===== config.mk =====
export PLATFORM = sky130hd
export DESIGN_NAME = fprg_regs
export DESIGN_NICKNAME = d
export VERILOG_FILES = /design/src/common/fprg_pkg.sv /design/src/core/fprg_regs.sv
export SDC_FILE = /design/constraint.sdc
export NUM_CORES = 1
export LEC_CHECK = 0
export BUFFER_PORTS_ARGS = -buffer_cell sky130_fd_sc_hd__buf_2
export CORE_MARGIN = 2
export CORE_UTILIZATION = 41
export DETAILED_ROUTE_END_ITERATION = 7
export GPL_TIMING_DRIVEN = 0
export PLACE_DENSITY = 0.71
export SYNTH_ARGS = -nofsm -noshare
export SYNTH_HDL_FRONTEND = slang
export SYNTH_SLANG_ARGS = --single-unit

===== constraint.sdc =====
create_clock -name clk_sys_i -period 1.5 [get_ports clk_sys_i]
set_input_delay 0.075 -clock clk_sys_i [delete_from_list [all_inputs] [get_ports clk_sys_i]]
set_output_delay 0.075 -clock clk_sys_i [all_outputs]
set_load 0.01 [all_outputs]

===== src/common/fprg_pkg.sv =====
// Shared constants and types for the FIFO programming-register block
package fprg_pkg;
  // ----------------------------------------------------------------------
  // Widths and register layout
  // ----------------------------------------------------------------------
  localparam int DATA_W = 18;
  localparam int ADDR_W_DEF = 9;
  localparam int CTRL_ACTIVE_W = 6;
  localparam logic [DATA_W-1:0] CTRL_RST_COMPAT = 18'h00000;
  localparam logic [DATA_W-1:0] CTRL_RST_ENH = 18'h0003f;
  localparam int OFFSET_DIV = 8;

  // ----------------------------------------------------------------------
  // Register-access pointer positions
  // ----------------------------------------------------------------------
  typedef enum logic [1:0] {
    FPRG_SEL_AE,
    FPRG_SEL_AF,
    FPRG_SEL_CTRL
  } fprg_sel_t;

  // ----------------------------------------------------------------------
  // Grouping modes latched at reset
  // ----------------------------------------------------------------------
  typedef enum logic [1:0] {
    FPRG_GRP_STANDALONE,
    FPRG_GRP_PARALLEL,
    FPRG_GRP_CASC_FIRST,
    FPRG_GRP_CASC_FOLLOW
  } fprg_grp_t;

  typedef struct packed {
    logic [DATA_W-1:0] almost_empty_offset;
    logic [DATA_W-1:0] almost_full_offset;
    logic [DATA_W-1:0] feature_control;
  } fprg_cfg_t;
endpackage : fprg_pkg


===== src/core/fprg_regs.sv =====
// Programmable offset/control registers, retransmit and grouping-mode latch
`timescale 1ns/1ns

module fprg_regs #(
  parameter int ADDR_W = fprg_pkg::ADDR_W_DEF
) (
  input wire logic clk_sys_i,
  input wire logic rst_i,
  input wire logic clk_en_i,
  input wire logic enhanced_select_n_i,
  input wire logic register_select_n_i,
  input wire logic write_enable_n_i,
  input wire logic read_enable_n_i,
  input wire logic write_expand_in_enable2_i,
  input wire logic read_expand_in_enable2_i,
  input wire logic first_load_retransmit_i,
  input wire logic [fprg_pkg::DATA_W-1:0] data_in_bus_i,
  input wire logic write_expand_src_n_i,
  input wire logic read_expand_src_n_i,
  output logic [fprg_pkg::DATA_W-1:0] data_out_bus_o,
  output logic reg_read_valid_o,
  output logic array_write_o,
  output logic array_read_o,
  output logic read_ptr_reload_o,
  output logic enhanced_mode_o,
  output fprg_pkg::fprg_grp_t grouping_mode_o,
  output fprg_pkg::fprg_cfg_t config_o,
  output logic write_expand_out_half_flag_o,
  output logic read_expand_out_empty2_o
);
  localparam logic [fprg_pkg::DATA_W-1:0] OFF_MASK = fprg_pkg::DATA_W'((1 << ADDR_W) - 1);
  localparam logic [fprg_pkg::DATA_W-1:0] OFF_RST =
    fprg_pkg::DATA_W'((1 << ADDR_W) / fprg_pkg::OFFSET_DIV - 1);
  localparam logic [fprg_pkg::DATA_W-1:0] CTRL_MASK =
    fprg_pkg::DATA_W'((1 << fprg_pkg::CTRL_ACTIVE_W) - 1);

  fprg_pkg::fprg_sel_t wr_sel;
  fprg_pkg::fprg_sel_t rd_sel;
  fprg_pkg::fprg_sel_t next_wr_sel;
  fprg_pkg::fprg_sel_t next_rd_sel;
  logic enhanced_select_n;
  logic wen_eff;
  logic ren_eff;
  logic reg_wr;
  logic reg_rd;
  logic cascaded;

  // ----------------------------------------------------------------------
  // Qualified enables
  // ----------------------------------------------------------------------
  // Enable-2 only gates in enhanced mode; in compatible mode the pin is an expansion input
  assign wen_eff = !write_enable_n_i && (!enhanced_select_n || write_expand_in_enable2_i);
  assign ren_eff = !read_enable_n_i && (!enhanced_select_n || read_expand_in_enable2_i);
  assign reg_wr = !register_select_n_i && wen_eff;
  assign reg_rd = !register_select_n_i && ren_eff;
  assign cascaded = (grouping_mode_o == fprg_pkg::FPRG_GRP_CASC_FIRST) ||
                    (grouping_mode_o == fprg_pkg::FPRG_GRP_CASC_FOLLOW);
  assign enhanced_mode_o = enhanced_select_n;

  always_comb begin
    case (wr_sel)
      fprg_pkg::FPRG_SEL_AE: next_wr_sel = fprg_pkg::FPRG_SEL_AF;
      fprg_pkg::FPRG_SEL_AF: next_wr_sel = enhanced_select_n ? fprg_pkg::FPRG_SEL_CTRL
                                                 : fprg_pkg::FPRG_SEL_AE;
      default: next_wr_sel = fprg_pkg::FPRG_SEL_AE;
    endcase
  end

  always_comb begin
    case (rd_sel)
      fprg_pkg::FPRG_SEL_AE: next_rd_sel = fprg_pkg::FPRG_SEL_AF;
      fprg_pkg::FPRG_SEL_AF: next_rd_sel = enhanced_select_n ? fprg_pkg::FPRG_SEL_CTRL
                                                 : fprg_pkg::FPRG_SEL_AE;
      default: next_rd_sel = fprg_pkg::FPRG_SEL_AE;
    endcase
  end

  // ----------------------------------------------------------------------
  // Mode straps, caught while reset is held
  // ----------------------------------------------------------------------
  always_ff @(posedge clk_sys_i) begin
    if (rst_i) begin
      enhanced_select_n <= !enhanced_select_n_i;
      if (!write_expand_in_enable2_i && !read_expand_in_enable2_i) begin
        grouping_mode_o <= fprg_pkg::FPRG_GRP_STANDALONE;
      end else if (!enhanced_select_n_i) begin
        grouping_mode_o <= fprg_pkg::FPRG_GRP_PARALLEL;
      end else if (!first_load_retransmit_i) begin
        grouping_mode_o <= fprg_pkg::FPRG_GRP_CASC_FIRST;
      end else begin
        grouping_mode_o <= fprg_pkg::FPRG_GRP_CASC_FOLLOW;
      end
    end
  end

  // ----------------------------------------------------------------------
  // Write side: pointer and registers
  // ----------------------------------------------------------------------
  always_ff @(posedge clk_sys_i) begin
    if (rst_i) begin
      wr_sel <= fprg_pkg::FPRG_SEL_AE;
      config_o.almost_empty_offset <= OFF_RST;
      config_o.almost_full_offset <= OFF_RST;
      config_o.feature_control <= enhanced_select_n_i ? fprg_pkg::CTRL_RST_COMPAT
                                                      : fprg_pkg::CTRL_RST_ENH;
    end else if (clk_en_i && reg_wr) begin
      wr_sel <= next_wr_sel;
      case (wr_sel)
        fprg_pkg::FPRG_SEL_AE: config_o.almost_empty_offset <= data_in_bus_i & OFF_MASK;
        fprg_pkg::FPRG_SEL_AF: config_o.almost_full_offset <= data_in_bus_i & OFF_MASK;
        default: config_o.feature_control <= data_in_bus_i & CTRL_MASK;
      endcase
    end
  end

  // Array write strobe for the storage logic; suppressed during register loads
  always_ff @(posedge clk_sys_i) begin
    if (rst_i) begin
      array_write_o <= 1'b0;
    end else if (clk_en_i) begin
      array_write_o <= register_select_n_i && wen_eff;
    end
  end

  // ----------------------------------------------------------------------
  // Read side: pointer and output word
  // ----------------------------------------------------------------------
  // Reading and writing one register in the same cycle returns the old value
  always_ff @(posedge clk_sys_i) begin
    if (rst_i) begin
      rd_sel <= fprg_pkg::FPRG_SEL_AE;
      data_out_bus_o <= 18'h00000;
      reg_read_valid_o <= 1'b0;
      array_read_o <= 1'b0;
    end else if (clk_en_i) begin
      reg_read_valid_o <= reg_rd;
      array_read_o <= register_select_n_i && ren_eff;
      if (reg_rd) begin
        rd_sel <= next_rd_sel;
        case (rd_sel)
          fprg_pkg::FPRG_SEL_AE: data_out_bus_o <= config_o.almost_empty_offset;
          fprg_pkg::FPRG_SEL_AF: data_out_bus_o <= config_o.almost_full_offset;
          default: data_out_bus_o <= config_o.feature_control;
        endcase
      end
    end
  end

  // ----------------------------------------------------------------------
  // Retransmit and expansion outputs
  // ----------------------------------------------------------------------
  // Write pointer is untouched: only a reload strobe for the read pointer leaves here
  always_ff @(posedge clk_sys_i) begin
    if (rst_i) begin
      read_ptr_reload_o <= 1'b0;
    end else if (clk_en_i) begin
      read_ptr_reload_o <= first_load_retransmit_i && !cascaded;
    end
  end

  always_ff @(posedge clk_sys_i) begin
    if (rst_i) begin
      write_expand_out_half_flag_o <= 1'b1;
      read_expand_out_empty2_o <= 1'b1;
    end else if (clk_en_i) begin
      write_expand_out_half_flag_o <= write_expand_src_n_i;
      read_expand_out_empty2_o <= read_expand_src_n_i;
    end
  end
endmodule : fprg_regs


==> impl_results.md, run 1 <==
- Reg2reg end: rd_sel[0]
- Core Area: 5439 um^2
- Grt met3 use: 3.908%
- Synth area leader: dfxtp_1
- Busiest grt layer: met2
- CTS H-tree depth: 2
- Leak pwr: 1.423 nW
- Fill cell count: 513
- Met2 global-route usage: 25.64%
- R2R Setup Slk: -80 ps
- Seq cells post-synth: 46
- Critical Path RT: 1730 ps
- Slowest-stage cell, CP: edfxtp_1
- Ant diodes: 0
- Grt ovf: 0
- Total clock sinks: 46
- Post-synthesis sequential area ratio: 44.42%
- Port bufs: 62
- Dominant synthesized flop cell: dfxtp_1
- Root buffer cell: clkbuf_8
- Hold Path Sink: config_o[36]
- DR iter-0 viols: 52
- Buf/Inv on CP: 1
- Hpwl dp: 3670 um
- NetSw: 0.6392 mW
- Crit Path Category: register to register
- WL/cell: 11.51 um
- Pwr per Cell Area: 822.3 nW/um^2
- First-pass GRT wire length: 7603 um
- Area Growth Syn to Fin: 33.81%
- Failing checks: negative setup slack
- Setup TNS: -717.3 ps
- Yosys top cell area share: 32.55%
- Grt met1 use: 20.23%
- Antenna violations before repair: 0
- Fmax: 633.6 MHz
- Post-synth EDFFs: 9
- Worst setup SP type: register
- Initial Utilization: 41.84%
- GRT Total Usage: 15.70%
- Final worst path period share: 105.2%
- Max Root-Sink Buffers: 2
- R2R depth: 5
- Pin count of the biggest net entering global routing: 14
- Crit path time final: 1578 ps
- Clk_lat worst skew: 290 ps
- Min-delay src: data_in_bus_i[0]
- Min-Delay Path Class: input port to register
- Final net count: 384
- Dpl cells: 409
- Max_cap viols: 0
- Crit-path max cell delay: 440 ps
- Final WS setup: -78.16 ps
- Post-Syn Area: 2276 um^2
- Crit-path max FO: 6
- Vias per Instance: 4.347
- Final setup violation count: 18
- CP Cell Sequence: nor2b_4 > or3_4 > buf_6 > or3_1 > a21oi_1
- Die Y: 78.51 um
- RSZ-0062 raised after global routing: yes
- Part of the power in the clock network: 28.4%
- Vias in the first global route: 1586
- Number of remaining DRC errors: 0
- Synth area leaders: dfxtp_1 (33%), buf_4 (13%), edfxtp_1 (12%), a211o_1 (7.7%), nor2b_1 (6.0%)
- P_int: 1.865 mW
- Yosys cell types: 27
- Final hold violations: 0
- Syn Inst Count: 237
- Place WS: -312.7 ps
- Max VDD drop: 0.0006444 V
- Power share of the combinational group: 18.0%
- Die width: 78.51 um
- Status: complete, but fails checks
- CTS tree: built
- Total Power: 2.504 mW
- Post-Syn Area per Cell: 9.603 um^2
- Register share of total power: 53.7%
- Layout cells sized above 1: 39.15%
- Final wirelength: 4915 um
- Detailed-router iteration count before antenna repair: 4
- Synth warn: 0
- Clk_skew: 4.965 ps
- Sw frac: 25.53%
- Worst Setup End Kind: register
- Max-slew violation count: 0
- WP data arrival: 1810 ps
- Critical path's top delay family: simple AND/OR/NAND/NOR gates
- GP Congestion: 0.7770
- Detailed-route via count: 1856
- Die ar.: 6163 um^2
- Final std cells w/o fill: 427
- WHS Path Cells: 2
- Fin Hold WS: 21.64 ps
- Async SR Flop Fraction: 0%
- # IOs: 111
- Rows: 27
- CTS buffer count: 5
- FF-to-FF Start: enhanced_mode_o
- Number of routed nets with antenna violations: 0
- Clock transition at path regs: 80 ps
==> flip-flops by register name, summed over array words and instances, names as in the netlist, 2 cells and up <==
register,flops
config_o,24
data_out_bus_o,9
wr_sel,2
grouping_mode_o,2
rd_sel,2
==> kinds of logic (layout without fill, tap and decap cells) <==
kind of cell           Yosys count  after routing  share of synthesized area (%)
buffers and inverters           61            141                          17.43
other                            1             39                         0.1648
flip-flops                      46             46                          44.42
AO/OA/AOI/OAI                   50             50                          15.83
multiplexers                    10             10                          4.398
AND/OR/NAND/NOR                 69             69                          17.76
==> Yosys cell counts, drive strengths merged (2+ instances only) <==
library cell / count
a211oi: 6
a21oi: 15
nand2: 14
or3: 7
mux2i: 10
clkbuf: 9
nor2: 16
nand2b: 4
a31oi: 2
and2b: 2
edfxtp: 9
o21a: 6
nor2b: 22
inv: 8
a211o: 20
buf: 44
dfxtp: 37
==> what timing repair did <==
item / 4_1_cts / 5_1_grt
hold buffers: 2 / 0
cloned: 1 / 0
setup endpoints to repair: 37 / 38
endpoints found under the hold margin: 2 / 0
gates resized for setup: 1 / 20
pin swaps: 9 / 17
buffers inserted: 7 / 1
==> power groups by stage <==
stage	Clock, mW	Sequential (mW)	Combinational [mW]
after global placement	0	1.37	0.415
after global routing	0.802	1.35	0.493
after CTS	0.733	1.34	0.434
after floorplan	0	1.39	0.269
final	0.710	1.34	0.450
after detailed placement	0	1.37	0.416
==> metal layers <==
layer	routed length, um	up-vias
met5	0	-
met4	66	0
met3	360	5
met2	2409	76
met1	2079	818
li1	-	957
==> metrics by stage <==
stage / util, % / area [um^2]
2_1_floorplan: - / 2429
3_3_place_gp: 52.01 / 2829
3_5_place_dp: 52.01 / 2829
4_1_cts: 54.93 / 2988
5_1_grt: 55.99 / 3045
6_report: 55.99 / 3045
==> layout by cell type (no fill, tap or decap), types with 2 or more instances in the layout <==
cell           synthesis  routed
a211o_1               20      20
a211oi_1               6       6
a21oi_1               15      11
a21oi_2                0       4
a31oi_1                2       2
buf_2                  2      63
buf_4                 40      49
buf_6                  2       4
clkbuf_1               9       9
clkbuf_8               0       5
conb_1                 1      39
dfxtp_1               37      37
dlygate4sd3_1          0       2
edfxtp_1               9       9
inv_1                  8       8
mux2i_1               10      10
nand2_1               14      12
nand2_2                0       2
nand2b_1               3       3
nor2_1                16      16
nor2b_1               22      18
nor2b_2                0       2
nor2b_4                0       2
o21a_1                 6       6
or3_1                  6       6
==> worst max-delay path by stage <==
stage | from | end | slack [ps] | cells past startpoint
floorplan | enhanced_mode_o | config_o[19] | -150 | 5
global placement | enhanced_mode_o | config_o[19] | -300 | 5
detailed placement | enhanced_mode_o | config_o[44] | -310 | 5
CTS | enhanced_mode_o | rd_sel[0] | -110 | 5
global route | enhanced_mode_o | config_o[36] | -150 | 5
finish | enhanced_mode_o | rd_sel[0] | -80 | 5
==> final cells by class <==
type	instances	area (um^2)	area share [%]
Multi-Input combinational cell	168	1059	34.76
Sequential cell	46	1011	33.20
Timing Repair Buffer	73	397.9	13.06
Buffer	52	377.9	12.41
Tap cell	72	90.09	2.958
Clock buffer	8	80.08	2.629
Inverter	8	30.03	0.9860
Note: power is estimated with default switching activity, not from simulation.
==> inputs of run 2 (changes only) <==
- ABC_AREA: not set -> 1
- CORE_UTILIZATION: 41 -> 42
- GPL_TIMING_DRIVEN: 0 -> not set
- PLACE_DENSITY: 0.71 -> 0.73
- SKIP_LAST_GASP: not set -> 1
==> run 2 against run 1 <==
  * The run now ends clean
  * Largest power group unchanged
  * Cell count up 7.7%
  * First-iteration DRC count up 130%
  * Clock power up 27%
  * Setup slack better by 250 ps
  * Clock skew up 4.1 ps
  * Sequential cell count unchanged
  * Sequential share of layout area up 3.6 points
  * Sequential power about the same
  * Clock-buffer cell count down 3
  * Synthesized cell count up 32%
==> impl_results.md, run 2 <==
- Status: complete, no violations
- Syn Inst Count: 314
- Pwr per Cell Area: 967.5 nW/um^2
- Clk_skew: 9.081 ps
- WHS Path Cells: 3
- Setup TNS: 0 ps
- CP Cell Sequence: nand2_1 > nand3_4 > o21ai_1 > buf_4
- Dominant synthesized flop cell: dfxtp_1
- Largest regs: config_o: 24 flops, data_out_bus_o: 9 flops
- Post-Syn Area: 2312 um^2
- Fill cell count: 547
- R2R depth: 4
- CTS buffer count: 5
- Layout cells sized above 1: 23.45%
- Synth area leaders: dfxtp_1 (32%), nand2_1 (17%), buf_4 (13%), edfxtp_1 (12%), nor2_1 (7.0%)
- Vias per Instance: 4.350
- WL/cell: 10.96 um
- Post-synthesis sequential area ratio: 43.72%
- CTS H-tree depth: 2
- CTS tree: built
- Max VDD drop: 0.0006432 V
- Crit-path max cell delay: 460 ps
- Worst setup SP type: register
- WP data arrival: 1350 ps
- DR iter-0 viols: 118
- Crit Path Category: register to register
- Final wirelength: 5042 um
- GRT Total Usage: 16.89%
- Post-route cell area: 2748 um^2
- Clock transition at path regs: 90 ps
- Yosys cell types: 22
- Die ar.: 6114 um^2
- Async SR Flop Fraction: 0%
- Number of remaining DRC errors: 0
- Post-Syn Area per Cell: 7.364 um^2
- Number of routed nets with antenna violations: 0
- Pin count of the biggest net entering global routing: 30
- # IOs: 111
- Min-Delay Path Class: input port to register
- Ant diodes: 0
- Die width: 78.20 um
- Final worst path period share: 88.81%
- Crit-path max FO: 6
- First-pass GRT wire length: 8086 um
- Crit path time final: 1332 ps
- Slowest-stage cell, CP: edfxtp_1
- Commonest non-fill, non-tap cell in the layout: nand2_1
- Final hold violations: 0
- Final setup violation count: 0
- Root buffer cell: clkbuf_8
- Detailed-router iteration count before antenna repair: 4
- Max_cap viols: 0
- Hpwl dp: 3692 um
- Rows: 27
- Count leader, synth: nand2_1
- Antenna violations before repair: 0
- Final net count: 417
- Post-synth EDFFs: 9
- Vias in the first global route: 1707
- Critical Path RT: 1510 ps
- Core Area: 5405 um^2
- Fmax: 750.6 MHz
- Synth area leader: dfxtp_1
- Yosys top cell area share: 32.03%
- Synth warn: 0
- Initial Utilization: 42.78%
- Area Growth Syn to Fin: 18.83%
- Total clock sinks: 46
- Die Y: 78.20 um
- Detailed-route via count: 2001
- Worst Setup End Kind: register
- Placement Cell Area: 2599 um^2
- Max reg flops: 24
- RSZ-0062 raised after global routing: no
- Leak pwr: 1.456 nW
- Setup bufs post-CTS: 0
- Clk_lat worst skew: 300 ps
- Max-slew violation count: 0
- Synth top cells by count: nand2_1 (105), nor2_1 (43), buf_4 (39), dfxtp_1 (37), nand3_1 (23)
- Max Root-Sink Buffers: 2
- Grt ovf: 0
- GP Congestion: 0.7612
- Largest Register: config_o
- Seq cells post-synth: 46
- Port bufs: 62
- Most frequent cells in the layout: nand2_1 (105), buf_2 (62), nor2_1 (43)
-- run 2: cell count changes in the layout (fill, tap and decap cells not counted), sizes merged, moves of 6 or more --
cell / delta
nand2: +91
a21oi: -8
clkbuf: -10
nor2: +33
nor2b: -22
a211oi: -6
o21a: -6
nand4: +6
a211o: -20
buf: -45
nand3: +26
mux2i: -10
inv: +16
or3: -7
-- run 2: report_power, final --
part | internal (mW) | switching [mW]
Clock | 0.490 | 0.414
Combinational | 0.142 | 0.257
Sequential | 1.32 | 0.0363
-- run 2: timing repair --
action	in CTS	in global routing
endpoints found under the hold margin	4	0
resized for setup	0	0
hold buffers	4	0
-- run 2: worst paths after layout --
kind / startpoint / to / slack, ps
setup / recovery: enhanced_mode_o / config_o[1] / 170
hold / removal: data_in_bus_i[2] / config_o[38] / 5
setup reg to reg: enhanced_mode_o / config_o[1] / 170
hold reg to reg: write_expand_out_half_flag_o / write_expand_out_half_flag_o / 470
-- run 2: metal layers --
layer,wire (um),track usage [%],up-vias,part of all wire (%)
met1,2094,20.26,879,42
met2,2501,28.71,71,50
met3,388,5.862,7,7.7
met4,57,4.737,0,1.1
li1,-,-,1044,-
met5,0,0,-,0
-- run 2: per-stage QoR --
stage	setup WS, ps	power [mW]	util [%]	cells	hold WS [ps]
finish	167.8	2.658	50.83	460	5.022
detailed placement	189.1	1.773	48.08	448	300.1
CTS	160.5	2.677	50.83	460	0.6899
global route	10.75	2.803	50.83	460	3.489
floorplan	59.35	1.700	-	352	144.1
global placement	197.3	1.766	48.08	448	287.3
-- run 2: layout make-up --
type | instances | area, um^2 | share of cell area [%]
multi-input cells | 235 | 1017 | 37.02
flip-flops and latches | 46 | 1011 | 36.79
repair buffers | 75 | 430.4 | 15.66
inverters | 24 | 90.09 | 3.279
well taps | 72 | 90.09 | 3.279
clock buffers | 5 | 68.82 | 2.505
clock inverters | 3 | 40.04 | 1.457
-- run 2: cells by family (layout without fill, tap and decap cells) --
logic type | Yosys count | count (layout) | share of synthesized area (%)
AND/OR/NAND/NOR | 186 | 186 | 35.23
buffers and inverters | 71 | 107 | 18.45
flip-flops | 46 | 46 | 43.72
AO/OA/AOI/OAI | 10 | 10 | 2.435
other | 1 | 39 | 0.1622
-- run 2: critical path, delay by kind of cell, from the launching register on --
kind,cells,cell delay [ps]
AOI/OAI and AO/OA,1,140
buffers and inverters,1,170
DFF,1,460
and+or+nand+nor,2,280
